$ cat src/rtl/tup_pkg.sv
// Constants and types for the timed unlock and in-system programming block
package tup_pkg;
	localparam int REG_AW = 10;
	localparam logic [7:0] IDX_CLOCK_SELECT = 8'h8e;
	localparam logic [7:0] IDX_CHIP_PROG = 8'hbf;
	localparam logic [7:0] IDX_FLASH_ADDR_LOW = 8'hc4;
	localparam logic [7:0] IDX_FLASH_ADDR_HIGH = 8'hc5;
	localparam logic [7:0] IDX_FLASH_DATA = 8'hc6;
	localparam logic [7:0] IDX_ISP_CONTROL = 8'hc7;
	localparam logic [7:0] IDX_STATUS = 8'hc8;
	localparam logic [7:0] IDX_UNLOCK = 8'hf6;
	localparam logic [7:0] UNLOCK_FIRST = 8'h87;
	localparam logic [7:0] UNLOCK_SECOND = 8'h59;
	localparam logic [1:0] UNLOCK_MC = 2'h3;
	localparam logic [1:0] WINDOW_MC = 2'h3;
	localparam logic [3:0] OSC_PER_MC_12T = 4'hc;
	localparam logic [3:0] OSC_PER_MC_6T = 4'h6;
	localparam int CSC_SIX_BIT = 0;
	localparam int CPC_ARM_BIT = 0;
	localparam logic [7:0] CPC_SOFT_RESET_MASK = 8'h83;
	localparam int ISP_BANK_BIT = 6;
	localparam int ISP_OE_BIT = 5;
	localparam int ISP_CE_BIT = 4;
	localparam logic [7:0] ISP_WRITE_MASK = 8'h7f;
	localparam logic [3:0] OP_READ = 4'h0;
	localparam logic [3:0] OP_PROGRAM = 4'h1;
	localparam logic [3:0] OP_ERASE = 4'h2;
	localparam int MAIN_FLASH_BYTES = 65536;
	localparam int LOADER_FLASH_BYTES = 4096;
	localparam int LOADER_AW = $clog2(LOADER_FLASH_BYTES);
	localparam logic [7:0] REG_RESET = 8'h00;
	localparam logic [15:0] STACK_INIT_WORD = 16'h0000;
	localparam logic [15:0] LOADER_RETURN_ADDR = 16'h0000;

	typedef enum logic [1:0] {
		LK_IDLE,
		LK_FIRST,
		LK_OPEN
	} tup_lock_state_t;
endpackage : tup_pkg

$ cat src/rtl/tup_unlock_if.sv
// Link between register front end and unlock sequencer
`timescale 1ns/1ps
`default_nettype none
interface tup_unlock_if;
	logic wr_stb;
	logic [7:0] wr_data;
	logic mc_tick;
	logic window_open;
	logic first_pending;
	modport ctrl (output wr_stb, output wr_data, output mc_tick, input window_open, input first_pending);
	modport seq (input wr_stb, input wr_data, input mc_tick, output window_open, output first_pending);
endinterface : tup_unlock_if
`default_nettype wire

$ cat src/rtl/tup_mc_tick.sv
// Machine cycle strobe from the core clock
`timescale 1ns/1ps
`default_nettype none
module tup_mc_tick #(
	parameter int CNT_W = 4
) (
	// Clock and reset
	input wire logic core_clk,
	input wire logic rst,
	// Mode and strobe
	input wire logic six_mode,
	output logic mc_tick
);
	typedef struct packed {
		logic [CNT_W-1:0] cnt;
		logic tick;
	} tup_tick_state_t;

	tup_tick_state_t s_reg, s_next;
	logic [CNT_W-1:0] last;

	always_comb begin
		last = CNT_W'((six_mode ? tup_pkg::OSC_PER_MC_6T : tup_pkg::OSC_PER_MC_12T) - 4'h1);
		s_next = s_reg;
		s_next.tick = 1'b0;
		if (s_reg.cnt >= last) begin
			s_next.cnt = '0;
			s_next.tick = 1'b1;
		end else begin
			s_next.cnt = s_reg.cnt + CNT_W'(1);
		end
	end

	always_ff @(posedge core_clk) begin
		if (rst)
			s_reg <= '0;
		else
			s_reg <= s_next;
	end

	assign mc_tick = s_reg.tick;
endmodule : tup_mc_tick
`default_nettype wire

$ cat src/rtl/tup_unlock_seq.sv
// Two-step unlock sequencer and write window timer
`timescale 1ns/1ps
`default_nettype none
module tup_unlock_seq (
	// Clock and reset
	input wire logic core_clk,
	input wire logic rst,
	// Front end link
	tup_unlock_if.seq lk
);
	typedef struct packed {
		tup_pkg::tup_lock_state_t st;
		logic [1:0] cnt;
	} tup_lock_reg_t;

	tup_lock_reg_t s_reg, s_next;
	logic expiring;

	assign expiring = lk.mc_tick && (s_reg.cnt == 2'h0);

	always_comb begin
		s_next = s_reg;
		if (s_reg.st != tup_pkg::LK_IDLE && lk.mc_tick) begin
			if (expiring) begin
				s_next.st = tup_pkg::LK_IDLE;
			end else begin
				s_next.cnt = s_reg.cnt - 2'h1;
			end
		end
		if (lk.wr_stb) begin
			case (lk.wr_data)
				tup_pkg::UNLOCK_FIRST: begin
					s_next.st = tup_pkg::LK_FIRST;
					s_next.cnt = tup_pkg::UNLOCK_MC;
				end
				tup_pkg::UNLOCK_SECOND: begin
					if (s_reg.st == tup_pkg::LK_FIRST && !expiring) begin
						s_next.st = tup_pkg::LK_OPEN;
						s_next.cnt = tup_pkg::WINDOW_MC;
					end else begin
						s_next.st = tup_pkg::LK_IDLE;
					end
				end
				default: s_next.st = tup_pkg::LK_IDLE;
			endcase
		end
	end

	always_ff @(posedge core_clk) begin
		if (rst)
			s_reg <= '{st: tup_pkg::LK_IDLE, cnt: 2'h0};
		else
			s_reg <= s_next;
	end

	// Closing cycle already counts as outside
	assign lk.window_open = (s_reg.st == tup_pkg::LK_OPEN) && !expiring;
	assign lk.first_pending = (s_reg.st == tup_pkg::LK_FIRST);
endmodule : tup_unlock_seq
`default_nettype wire

$ cat src/rtl/tup_isp_ctrl.sv
// Timed unlock protection and in-system programming control, Avalon-MM slave
//
// Implementation choice: register access over Avalon-MM.
`timescale 1ns/1ps
`default_nettype none
module tup_isp_ctrl (
	// Clock and reset
	input wire logic core_clk,
	input wire logic rst,
	// Avalon-MM slave
	input wire logic [tup_pkg::REG_AW-1:0] avs_address,
	input wire logic avs_read,
	input wire logic avs_write,
	input wire logic [31:0] avs_writedata,
	input wire logic [3:0] avs_byteenable,
	output logic [31:0] avs_readdata,
	output logic avs_waitrequest,
	// Core sequencing
	input wire logic idle_wake,
	input wire logic reti_exec,
	output logic fetch_loader,
	output logic pc_clear,
	output logic stack_write,
	output logic [15:0] stack_data,
	output logic return_redirect,
	output logic [15:0] return_addr,
	output logic cpu_soft_reset,
	output logic clock_six_mode,
	// Flash arrays
	output logic isp_active,
	output logic [15:0] flash_addr,
	output logic [7:0] flash_wdata,
	output logic flash_bank,
	output logic flash_oe,
	output logic flash_ce,
	output logic [3:0] flash_op,
	output logic flash_erase,
	output logic flash_program,
	output logic flash_read,
	input wire logic [7:0] flash_rdata,
	input wire logic flash_rvalid
);
	typedef struct packed {
		logic ack;
		logic [31:0] rdata;
		logic [7:0] chip_programming_control;
		logic [7:0] clock_select_control;
		logic [7:0] isp_control_byte;
		logic [7:0] flash_address_high;
		logic [7:0] flash_address_low;
		logic [7:0] flash_program_data;
		logic isp_active;
		logic reti_pending;
		logic pc_clear;
		logic stack_write;
		logic ret_redir;
		logic soft_rst;
	} tup_ctrl_state_t;

	tup_ctrl_state_t s_reg, s_next;
	tup_unlock_if lk ();

	logic req;
	logic wr_take;
	logic [7:0] idx;
	logic [7:0] wbyte;
	logic [7:0] rbyte;
	logic prot_ok;
	logic [15:0] raw_addr;

	function automatic logic hit(input logic take, input logic [7:0] i, input logic [7:0] target);
		hit = take && (i == target);
	endfunction : hit

	function automatic logic op_is(input logic active, input logic [3:0] op, input logic [3:0] code);
		op_is = active && (op == code);
	endfunction : op_is

	tup_mc_tick #(
		.CNT_W(4)
	) u_tick (
		.core_clk(core_clk),
		.rst(rst),
		.six_mode(s_reg.clock_select_control[tup_pkg::CSC_SIX_BIT]),
		.mc_tick(lk.mc_tick)
	);

	tup_unlock_seq u_seq (
		.core_clk(core_clk),
		.rst(rst),
		.lk(lk.seq)
	);

	assign req = avs_read || avs_write;
	assign idx = avs_address[9:2];
	assign wbyte = avs_writedata[7:0];
	// Write lands on the edge where waitrequest is low
	assign wr_take = avs_write && s_reg.ack && avs_byteenable[0];
	assign prot_ok = lk.window_open;
	assign lk.wr_stb = hit(wr_take, idx, tup_pkg::IDX_UNLOCK);
	assign lk.wr_data = wbyte;

	always_comb begin
		case (idx)
			tup_pkg::IDX_CHIP_PROG: rbyte = s_reg.chip_programming_control;
			tup_pkg::IDX_CLOCK_SELECT: rbyte = s_reg.clock_select_control;
			tup_pkg::IDX_ISP_CONTROL: rbyte = s_reg.isp_control_byte & tup_pkg::ISP_WRITE_MASK;
			tup_pkg::IDX_FLASH_ADDR_HIGH: rbyte = s_reg.flash_address_high;
			tup_pkg::IDX_FLASH_ADDR_LOW: rbyte = s_reg.flash_address_low;
			tup_pkg::IDX_FLASH_DATA: rbyte = s_reg.flash_program_data;
			tup_pkg::IDX_STATUS: rbyte = {3'h0, s_reg.clock_select_control[tup_pkg::CSC_SIX_BIT],
				s_reg.reti_pending, s_reg.isp_active, lk.first_pending, lk.window_open};
			default: rbyte = 8'h00;
		endcase
	end

	always_comb begin
		s_next = s_reg;
		s_next.pc_clear = 1'b0;
		s_next.stack_write = 1'b0;
		s_next.ret_redir = 1'b0;
		s_next.soft_rst = 1'b0;
		s_next.ack = req && !s_reg.ack;
		if (req && !s_reg.ack)
			s_next.rdata = {24'h000000, rbyte};
		if (hit(wr_take, idx, tup_pkg::IDX_CLOCK_SELECT) && prot_ok)
			s_next.clock_select_control = wbyte;
		if (hit(wr_take, idx, tup_pkg::IDX_ISP_CONTROL))
			s_next.isp_control_byte = wbyte & tup_pkg::ISP_WRITE_MASK;
		if (hit(wr_take, idx, tup_pkg::IDX_FLASH_ADDR_HIGH))
			s_next.flash_address_high = wbyte;
		if (hit(wr_take, idx, tup_pkg::IDX_FLASH_ADDR_LOW))
			s_next.flash_address_low = wbyte;
		if (hit(wr_take, idx, tup_pkg::IDX_FLASH_DATA))
			s_next.flash_program_data = wbyte;
		// Flash read data return wins over a software write
		if (s_reg.isp_active && flash_rvalid && flash_read)
			s_next.flash_program_data = flash_rdata;
		if (reti_exec && s_reg.reti_pending) begin
			s_next.ret_redir = 1'b1;
			s_next.reti_pending = 1'b0;
		end
		if (idle_wake && s_reg.chip_programming_control[tup_pkg::CPC_ARM_BIT] && !s_reg.isp_active) begin
			s_next.isp_active = 1'b1;
			s_next.pc_clear = 1'b1;
			s_next.stack_write = 1'b1;
			s_next.reti_pending = 1'b1;
		end
		if (hit(wr_take, idx, tup_pkg::IDX_CHIP_PROG) && prot_ok) begin
			s_next.chip_programming_control = wbyte;
			if ((wbyte & tup_pkg::CPC_SOFT_RESET_MASK) == tup_pkg::CPC_SOFT_RESET_MASK) begin
				s_next.soft_rst = 1'b1;
				s_next.isp_active = 1'b0;
				s_next.reti_pending = 1'b0;
				s_next.pc_clear = 1'b0;
				s_next.stack_write = 1'b0;
				s_next.chip_programming_control = tup_pkg::REG_RESET;
			end
		end
	end

	always_ff @(posedge core_clk) begin
		if (rst) begin
			s_reg <= '0;
			s_reg.chip_programming_control <= tup_pkg::REG_RESET;
			s_reg.clock_select_control <= tup_pkg::REG_RESET;
			s_reg.isp_control_byte <= tup_pkg::REG_RESET;
		end else begin
			s_reg <= s_next;
		end
	end

	// Bus answer: one wait cycle on every access
	assign avs_waitrequest = req && !s_reg.ack;
	assign avs_readdata = s_reg.rdata;

	// Core sequencing
	assign isp_active = s_reg.isp_active;
	assign fetch_loader = s_reg.isp_active;
	assign pc_clear = s_reg.pc_clear;
	assign stack_write = s_reg.stack_write;
	assign stack_data = tup_pkg::STACK_INIT_WORD;
	assign return_redirect = s_reg.ret_redir;
	assign return_addr = tup_pkg::LOADER_RETURN_ADDR;
	assign cpu_soft_reset = s_reg.soft_rst;
	assign clock_six_mode = s_reg.clock_select_control[tup_pkg::CSC_SIX_BIT];

	// Flash drive from the address, data and control bytes
	assign raw_addr = {s_reg.flash_address_high, s_reg.flash_address_low};
	assign flash_bank = s_reg.isp_control_byte[tup_pkg::ISP_BANK_BIT];
	// Loader bank only decodes its own span
	assign flash_addr = flash_bank ? {{(16-tup_pkg::LOADER_AW){1'b0}}, raw_addr[tup_pkg::LOADER_AW-1:0]} : raw_addr;
	assign flash_wdata = s_reg.flash_program_data;
	assign flash_oe = s_reg.isp_control_byte[tup_pkg::ISP_OE_BIT];
	assign flash_ce = s_reg.isp_control_byte[tup_pkg::ISP_CE_BIT];
	assign flash_op = s_reg.isp_control_byte[3:0];
	assign flash_erase = op_is(s_reg.isp_active, flash_op, tup_pkg::OP_ERASE);
	assign flash_program = op_is(s_reg.isp_active, flash_op, tup_pkg::OP_PROGRAM);
	assign flash_read = op_is(s_reg.isp_active, flash_op, tup_pkg::OP_READ);
endmodule : tup_isp_ctrl
`default_nettype wire

$ cat config.mk
export PLATFORM = sky130hd
export DESIGN_NAME = tup_isp_ctrl
export DESIGN_NICKNAME = d
export VERILOG_FILES = /design/src/rtl/tup_pkg.sv /design/src/rtl/tup_unlock_if.sv /design/src/rtl/tup_mc_tick.sv /design/src/rtl/tup_unlock_seq.sv /design/src/rtl/tup_isp_ctrl.sv
export SDC_FILE = /design/constraint.sdc
export NUM_CORES = 1
export LEC_CHECK = 0
export BUFFER_PORTS_ARGS = -buffer_cell sky130_fd_sc_hd__buf_2
export CAP_MARGIN = 20
export CORE_UTILIZATION = 40
export DETAILED_ROUTE_END_ITERATION = 12
export PLACE_DENSITY = 0.68
export SLEW_MARGIN = 25
export SYNTH_ARGS = -nofsm -noshare
export SYNTH_HDL_FRONTEND = slang
export SYNTH_SLANG_ARGS = --single-unit
$ cat constraint.sdc
create_clock -name core_clk -period 4.4 [get_ports core_clk]
set_clock_uncertainty 0.15 [all_clocks]
set_input_delay 0.88 -clock core_clk [delete_from_list [all_inputs] [get_ports core_clk]]
set_output_delay 0.88 -clock core_clk [all_outputs]
set_load 0.03 [all_outputs]
[Word-level counts from Yosys, hierarchy flattened]
Cells that the tools add are included.
Storage, ports and cells
  output and inout bits: 106
  input bits: 61
  bits in registers: 71
Operators by class
  bitwise operators: 1
  eq/ne operators: 15
  $add $sub $neg: 3
  reductions and logical operators: 37
  order comparisons: 1
  mux-type cells: 21
Operator list (count)
  == test 8 bit, second input constant: 9
  one-hot mux 8 bit (7 select lines): 1
  logical AND 1 bit: 24
  two-way mux 4 bit: 6
  two-way mux 8 bit: 3
  two-way mux 16 bit: 1
  == test 8 x 7 -> 1 bit, second input constant: 1
  two-way mux 2 bit: 4
  one-hot mux 2 bit (2 select lines): 2
  nonzero test 2 bit: 4
  adder 4 x 1 -> 4 bit, second input constant: 1
  == test 4 x 1 -> 1 bit, second input constant: 1
  == test 4 x 2 -> 1 bit, second input constant: 1
  greater-or-equal comparator 4 bit: 1
  logical NOT 4 bit: 1
  two-way mux 1 bit: 4
  OR reduction 2 bit: 2
  subtractor 4 x 1 -> 4 bit, second input constant: 1
  == test 3 bit, second input constant: 1
  logical NOT 1 bit: 3
  == test 2 x 1 -> 1 bit, second input constant: 1
  == test 2 bit, second input constant: 1
  logical NOT 2 bit: 1
  AND reduction 2 bit: 1
  3 further kinds: 3

[Longest topological paths before layout]
Gate-level depths: netlist (run 1).
  depth after elaboration: 7
  gate-level depth with buffers: 8

[By module]
From an unflattened synthesis (run 1), not the netlist that was laid out.
Unflattened totals
  cells, all modules: 423
  area total of the unflattened synthesis: 4030.1 um^2
Modules (own cells, without submodules)
  tup_isp_ctrl: instances 1, cells each 369, area each 3542.1 um^2
  tup_unlock_seq: instances 1, cells each 30, area each 251.5 um^2
  tup_mc_tick: instances 1, cells each 24, area each 236.5 um^2

[Least setup slack after synthesis (run 1)]
No wires, ideal clock.
  kind: register -> output
  from: reg s_reg (netlist bit fetch_loader)
  to: out flash_erase
  data required time: 3370 ps
  cell stages (with the launch flop): 3
  setup slack: 1867 ps
  arrival: 1503 ps
  buffers on the path: 0
  cell sequence: dfxtp_1 or4b_4 nor2_1
On the way
  cells in the longest elaborated chain, start to end: 1
RTL lines
  start: declaration: line tup_isp_ctrl.sv:60  | tup_ctrl_state_t s_reg, s_next;
  start signal: assignment: line tup_isp_ctrl.sv:169  | s_reg <= s_next;
  logical AND 1 bit: line tup_isp_ctrl.sv:76  | op_is = active && (op == code);
  end: declaration: line tup_isp_ctrl.sv:37  | output logic flash_erase,
Every way passes these cells.

[Worst setup path after layout (run 1)]
Same ends and word-level chain as after synthesis.

==> reports/metrics.yaml, run 1 <==
status:
  status: "complete, no violations"
sta:
  fin_tns_setup_ns: 0
  post-route-period-util: 0.626
  hold_ws_ns: 0.301
  max_slew_margin: 0.399
  rsz0062_at_grt: "no"
  tightest_slew_ns: 0.894
  drv_slew: 0
  max_freq_mhz: 363
  finalHoldViolations: 0
  period_needed_ns: 2.75
  finalSetupViolCount: 0
floorplan:
  io_pins: 167
  start_util: 0.418
  die-area_um2: 10800
  die_h_um: 104
  fp.coreArea_um2: 9910
  die_w_um: 104
  fp-row-count: 36
yosys:
  synth_edf_count: 0
  synth-main-ff-cell: "dfxtp_1"
  yosys_register_bits: 70
  yosys_warnings: 0
  yosysSeqAreaShare: 0.338
  synthCells: 465
  avgSynthCellArea_um2: 8.91
  netlist_area_um2: 4140
  ys_types: 60
  ys_async_sr_fraction: 0
power:
  irDropWorstVdd_mv: 0.147
  power_density_nw_per_um2: 287
  p_sw_frac: 0.287
  clockPowerShare: 0.367
  leakage_nw: 1.94
  internal_power_uw: 881
  p_seq_frac: 0.517
  power_mw: 1.24
  power.switching_uw: 355
  p_comb_frac: 0.117
global_route:
  gr-total-overflow: 0
  grt_pass1_vias: 2967
  gr-usage-all-layers: 0.190
  antenna_found_initial: 0
  grt_max_degree: 29
  grt_pass1_wl_um: 16200
route:
  first_pass_iters: 5
  drt-vias-per-instance: 5.31
  drcViolationCount: 0
  wire_per_inst_um: 16.2
  vias: 3375
  first_iter_violations: 238
  ant_nets: 0
  drt_wl_total_um: 10300
worst_setup_path:
  startpoint_type: "flop"
  crit_chain: "or4b_4 -> nor2_1 -> buf_2"
  critPathKind: "reg -> out"
  required_ns: 3.37
  crit_path_top_delay_cell: "or4b_4"
  worst_setup_path_end_kind: "primary output"
  path_depth: 3
  cp_top_family: "simple AND/OR/NAND/NOR gates"
  slowest_delay_ns: 0.55
  arrival_ns: 1.72
  worst-path-buf-inv: 1
  r2r.worst_path.cells: 6
  path_max_fanout: 7
min_path:
  hold_depth: 2
  hold_class: "reg -> reg"
layout:
  syn_to_final_growth_pct: 3.93
  largest_register_ffs: 17
  nets: 564
  n_fill_cell: 1036
  n_antenna_cell: 0
  final_core_util: 0.434
  drive_gt1_frac: 0.245
clock_network:
  numCtsBuffers: 9
  path_clk_slew_ns: 0.07
  ctsResizeCount: 0
  post_cts_buffers: 0
  cts_sinks: 70
  cts_tree: "built"
  cts-root-buf: "clkbuf_8"
  hold_buffers: 0
  htree_num_levels: 3
  cts_buffer_depth: 2
  clk_latency_ns: 0.34
place:
  dp_hpwl_um: 7560
  gp_congestion: 0.879
  io_buffers: 81
run:
  cap_violations: 0
[worst reg2reg max path, stage by stage, from the launching register on]
cell and delay (ns):
dfxtp_1 0.31, inv_1 0.06, ha_1 0.23, a21bo_2 0.24, or3_1 0.56, o31ai_4 0.50, nor2_1 0.10
[layer usage]
metal	vias up	track usage	wire length (um)
met4	0	0.0633	182
met3	15	0.0415	652
met5	-	0	0
met2	137	0.302	5070
li1	1579	-	-
met1	1644	0.256	4430
[area by class of cell]
| class | instances | area, um2 | area share |
|---|---|---|---|
| Clock buffer | 12 | 145 | 0.0337 |
| Clock inverter | 4 | 22.5 | 0.00523 |
| Inverter | 7 | 26.3 | 0.00610 |
| Multi-Input combinational cell | 327 | 2120 | 0.493 |
| Sequential cell | 70 | 1400 | 0.326 |
| Tap cell | 133 | 166 | 0.0387 |
| Timing Repair Buffer | 83 | 420 | 0.0977 |
[layout by cell type, fill, tap and decap left out, types with 7 or more instances in the layout]
master,count
a21oi_1,23
a22oi_1,13
buf_2,81
clkbuf_8,10
conb_1,56
dfxtp_1,70
inv_1,7
mux2i_1,24
mux4_2,7
nand2_1,22
nand3_1,29
nand4_1,9
nor2_1,37
o21ai_0,21
[power by group through the flow]
stage / Combinational, mW / Clock, mW / Sequential (mW)
final: 0.144 / 0.453 / 0.639
after global routing: 0.153 / 0.500 / 0.639
after CTS: 0.143 / 0.464 / 0.639
after detailed placement: 0.143 / 0 / 0.654
after global placement: 0.140 / 0 / 0.653
after floorplan: 0.147 / 0 / 0.653
[synth_stat cells (2+ instances only)]
library cell | n | area, um2
and4b_1 | 2 | 20.0
a22oi_1 | 13 | 97.6
mux2i_1 | 24 | 240
inv_1 | 7 | 26.3
a21o_1 | 2 | 15.0
xnor2_1 | 2 | 17.5
or4b_1 | 2 | 20.0
or4b_2 | 6 | 60.1
nand4b_1 | 3 | 26.3
a2bb2oi_1 | 3 | 26.3
a22o_1 | 2 | 17.5
clkbuf_1 | 12 | 45.0
nand3b_1 | 2 | 15.0
nor2_1 | 37 | 139
dfxtp_1 | 70 | 1400
buf_4 | 91 | 683
a222oi_1 | 2 | 20.0
nand2_1 | 22 | 82.6
nand2b_1 | 5 | 31.3
mux4_2 | 7 | 158
o31ai_4 | 2 | 42.5
o21ai_0 | 21 | 105
nor2b_1 | 6 | 37.5
ha_1 | 5 | 62.6
nor4b_1 | 2 | 17.5
and4_1 | 2 | 17.5
or3_1 | 2 | 12.5
buf_2 | 10 | 50.1
nand4_2 | 2 | 25.0
a21oi_1 | 23 | 115
and2_1 | 4 | 25.0
nand3_1 | 29 | 145
nand4_1 | 9 | 56.3
and3_1 | 4 | 25.0
nor3_1 | 3 | 15.0
nor4_1 | 3 | 18.8
[metrics by stage]
stage | setup WS [ns] | std cells | cell area, um2
3_3_place_gp | 1.62 | 620 | 4140
4_1_cts | 1.61 | 636 | 4300
6_report | 1.65 | 636 | 4300
5_1_grt | 1.53 | 636 | 4300
2_1_floorplan | 1.87 | 520 | 4350
3_5_place_dp | 1.58 | 620 | 4140
[path summary, 6_finish.rpt]
check / from / to / slack (ns)
setup / recovery: fetch_loader$_SDFF_PP0_ / flash_erase / 1.65
hold / removal: avs_readdata[1]$_SDFFE_PP0P_ / avs_readdata[1]$_SDFFE_PP0P_ / 0.30
setup reg to reg: u_seq.s_reg[0]$_SDFF_PP0_ / pc_clear$_SDFF_PP0_ / 2.12
hold reg to reg: avs_readdata[1]$_SDFFE_PP0P_ / avs_readdata[1]$_SDFFE_PP0P_ / 0.30
[cells by family (layout without fill, tap and decap cells)]
kind of cell             Yosys count  after routing  share of synthesized area
adder cells (fa/ha/maj)            5              5                     0.0151
flip-flops                        70             70                      0.338
AND/OR/NAND/NOR                  154            154                      0.216
buffers and inverters            123            106                      0.199
AO/OA/AOI/OAI                     77             77                      0.125
multiplexers                      32             32                     0.0988
other                              1             56                   0.000905
XOR/XNOR                           3              3                    0.00635
No activity file was read; power rests on OpenSTA's default activity.
==> run 2: changes to the inputs <==
--- a/config.mk
+++ b/config.mk
@@ -9,7 +9,7 @@
 export CAP_MARGIN = 20
 export CORE_UTILIZATION = 40
 export DETAILED_ROUTE_END_ITERATION = 12
-export PLACE_DENSITY = 0.68
+export PLACE_DENSITY = 0.71
 export SLEW_MARGIN = 25
 export SYNTH_ARGS = -nofsm -noshare
 export SYNTH_HDL_FRONTEND = slang
==> constraint.sdc (replaced) <==
create_clock -name core_clk -period 2.5 [get_ports core_clk]
set_clock_uncertainty 0.15 [all_clocks]
set_input_delay 0.5 -clock core_clk [delete_from_list [all_inputs] [get_ports core_clk]]
set_output_delay 0.5 -clock core_clk [all_outputs]
set_load 0.03 [all_outputs]
==> reports/metrics.yaml, run 2 (synthesis gave the netlist of run 1 again) <==
sta:
  max_slew_margin: 0.603  # was 0.399
  period_needed_ns: 2.24
  finalHoldViolations: 0  # unchanged
  rsz0062_at_grt: "no"  # unchanged
  tightest_slew_ns: 0.591  # was 0.894 ns
  max_freq_mhz: 447
  layout_setup_ws_ns: 0.264  # was 1.65 ns
  fin_tns_setup_ns: 0  # unchanged
  post-route-period-util: 0.894
  drv_slew: 0  # unchanged
  finalSetupViolCount: 0  # unchanged
  hold_ws_ns: 0.201  # was 0.301 ns
route:
  drcViolationCount: 0  # unchanged
  drt-vias-per-instance: 5.26  # was 5.31
  wire_per_inst_um: 16.5  # was 16.2 um
  first_iter_violations: 226  # was 238
  vias: 3424  # was 3375
  first_pass_iters: 5  # unchanged
  drt_wl_total_um: 10700  # was 10300 um
  ant_nets: 0  # unchanged
floorplan:
  die_w_um: 104  # unchanged
  fp-row-count: 36  # unchanged
  io_pins: 167  # unchanged
  fp.coreArea_um2: 9910  # unchanged
  die-area_um2: 10800  # unchanged
  die_h_um: 104  # unchanged
  start_util: 0.418  # unchanged
place:
  gp_congestion: 0.841  # was 0.879
  pre_cts_ws_ns: 0.207  # was 1.58 ns
  placed_area_um2: 4250  # was 4140 um2
  io_buffers: 81  # unchanged
  dp_hpwl_um: 8040  # was 7560 um
  dp.cells: 635  # was 620
clock_network:
  post_cts_buffers: 0  # unchanged
  cts_tree: "built"  # unchanged
  ctsResizeCount: 0  # unchanged
  cts_buffer_depth: 2  # unchanged
  htree_num_levels: 3  # unchanged
  hold_buffers: 0  # unchanged
  cts_sinks: 70  # unchanged
  cts-root-buf: "clkbuf_8"  # unchanged
  numCtsBuffers: 9  # unchanged
  path_clk_slew_ns: 0.07  # about the same
  clk_latency_ns: 0.34  # about the same
global_route:
  grt_pass1_wl_um: 16900  # was 16200 um
  gr-total-overflow: 0  # unchanged
  grt_max_degree: 23  # was 29
  antenna_found_initial: 0  # unchanged
  gr-usage-all-layers: 0.202  # was 0.190
  grt_pass1_vias: 3221  # was 2967
layout:
  largest_register_ffs: 17  # unchanged
  n_fill_cell: 990  # was 1036
  mostFrequentLayoutCells: "buf_2 (81), dfxtp_1 (70), conb_1 (56)"  # unchanged
  final_common_cell: "buf_2"  # unchanged
  design_area_um2: 4450  # was 4300 um2
  syn_to_final_growth_pct: 7.46  # was 3.93%
  nets: 579  # was 564
  stdcell_count: 651  # was 636
  final_core_util: 0.449  # was 0.434
  n_antenna_cell: 0  # unchanged
  drive_gt1_frac: 0.266  # was 0.245
worst_setup_path:
  path_max_fanout: 5  # was 7
  crit_chain: "or4b_4 -> nor2_1 -> buf_2"  # unchanged
  worst_setup_path_end_kind: "primary output"  # unchanged
  arrival_ns: 1.59  # was 1.72 ns
  critPathKind: "reg -> out"  # unchanged
  required_ns: 1.85  # was 3.37 ns
  slowest_delay_ns: 0.58  # was 0.55 ns
  startpoint_type: "flop"  # unchanged
  crit_path_top_delay_cell: "or4b_4"  # unchanged
power:
  power_density_nw_per_um2: 521  # was 287 nW/um2
  leakage_nw: 2.03  # was 1.94 nW
  power_mw: 2.32  # was 1.24 mW
  irDropWorstVdd_mv: 0.258  # was 0.147 mV
min_path:
  hold_class: "in -> reg"  # was reg -> reg
run:
  cap_violations: 0  # unchanged
status:
  status: "complete, no violations"  # unchanged
==> run 2: cell count changes in the layout (fill, tap and decap cells not counted), sizes merged <==
cell and change:
bufinv +1, buf +15, clkbuf +1, clkinv -2
==> run 2: worst paths after layout <==
check / from / end / slack (ns) / cells past startpoint
setup / recovery: flash_op[0]$_SDFFE_PP0P_ / flash_erase / 0.26 / 3
hold / removal: flash_rdata[2] / flash_wdata[2]$_SDFFE_PP0P_ / 0.20 / 3
setup reg to reg: u_seq.s_reg[1]$_SDFF_PP0_ / s_reg[40]$_SDFFE_PP0P_ / 0.43 / 7
hold reg to reg: avs_readdata[5]$_SDFFE_PP0P_ / avs_readdata[5]$_SDFFE_PP0P_ / 0.30 / 2
==> run 2: power by group <==
part / internal, mW / switching [mW] / leakage [nW]
clock network: 0.515 / 0.415 / 0.0996
logic: 0.0568 / 0.209 / 1.37
registers: 1.12 / 0.00452 / 0.564
==> run 2: layout make-up <==
| class | count | area, um2 | area share |
|---|---|---|---|
| repair buffers | 98 | 533 | 0.120 |
| multi-input cells | 327 | 2120 | 0.477 |
| flip-flops and latches | 70 | 1400 | 0.315 |
| inverters | 7 | 26.3 | 0.00590 |
| well taps | 133 | 166 | 0.0374 |
| clock buffers | 13 | 159 | 0.0357 |
| clock inverters | 3 | 42.5 | 0.00956 |
==> run 2: routing by layer <==
metal	vias up	routed length (um)	GRT usage
li1	1604	-	-
met1	1623	4700	0.266
met2	181	5000	0.328
met3	16	852	0.0371
met4	0	199	0.0786
met5	-	0	0
==> run 2: worst max-delay path, delay by kind of cell, from the launching register on <==
family | cells | cell delay (ns)
DFF | 1 | 0.37
buffers and inverters | 1 | 0.20
and+or+nand+nor | 2 | 0.68
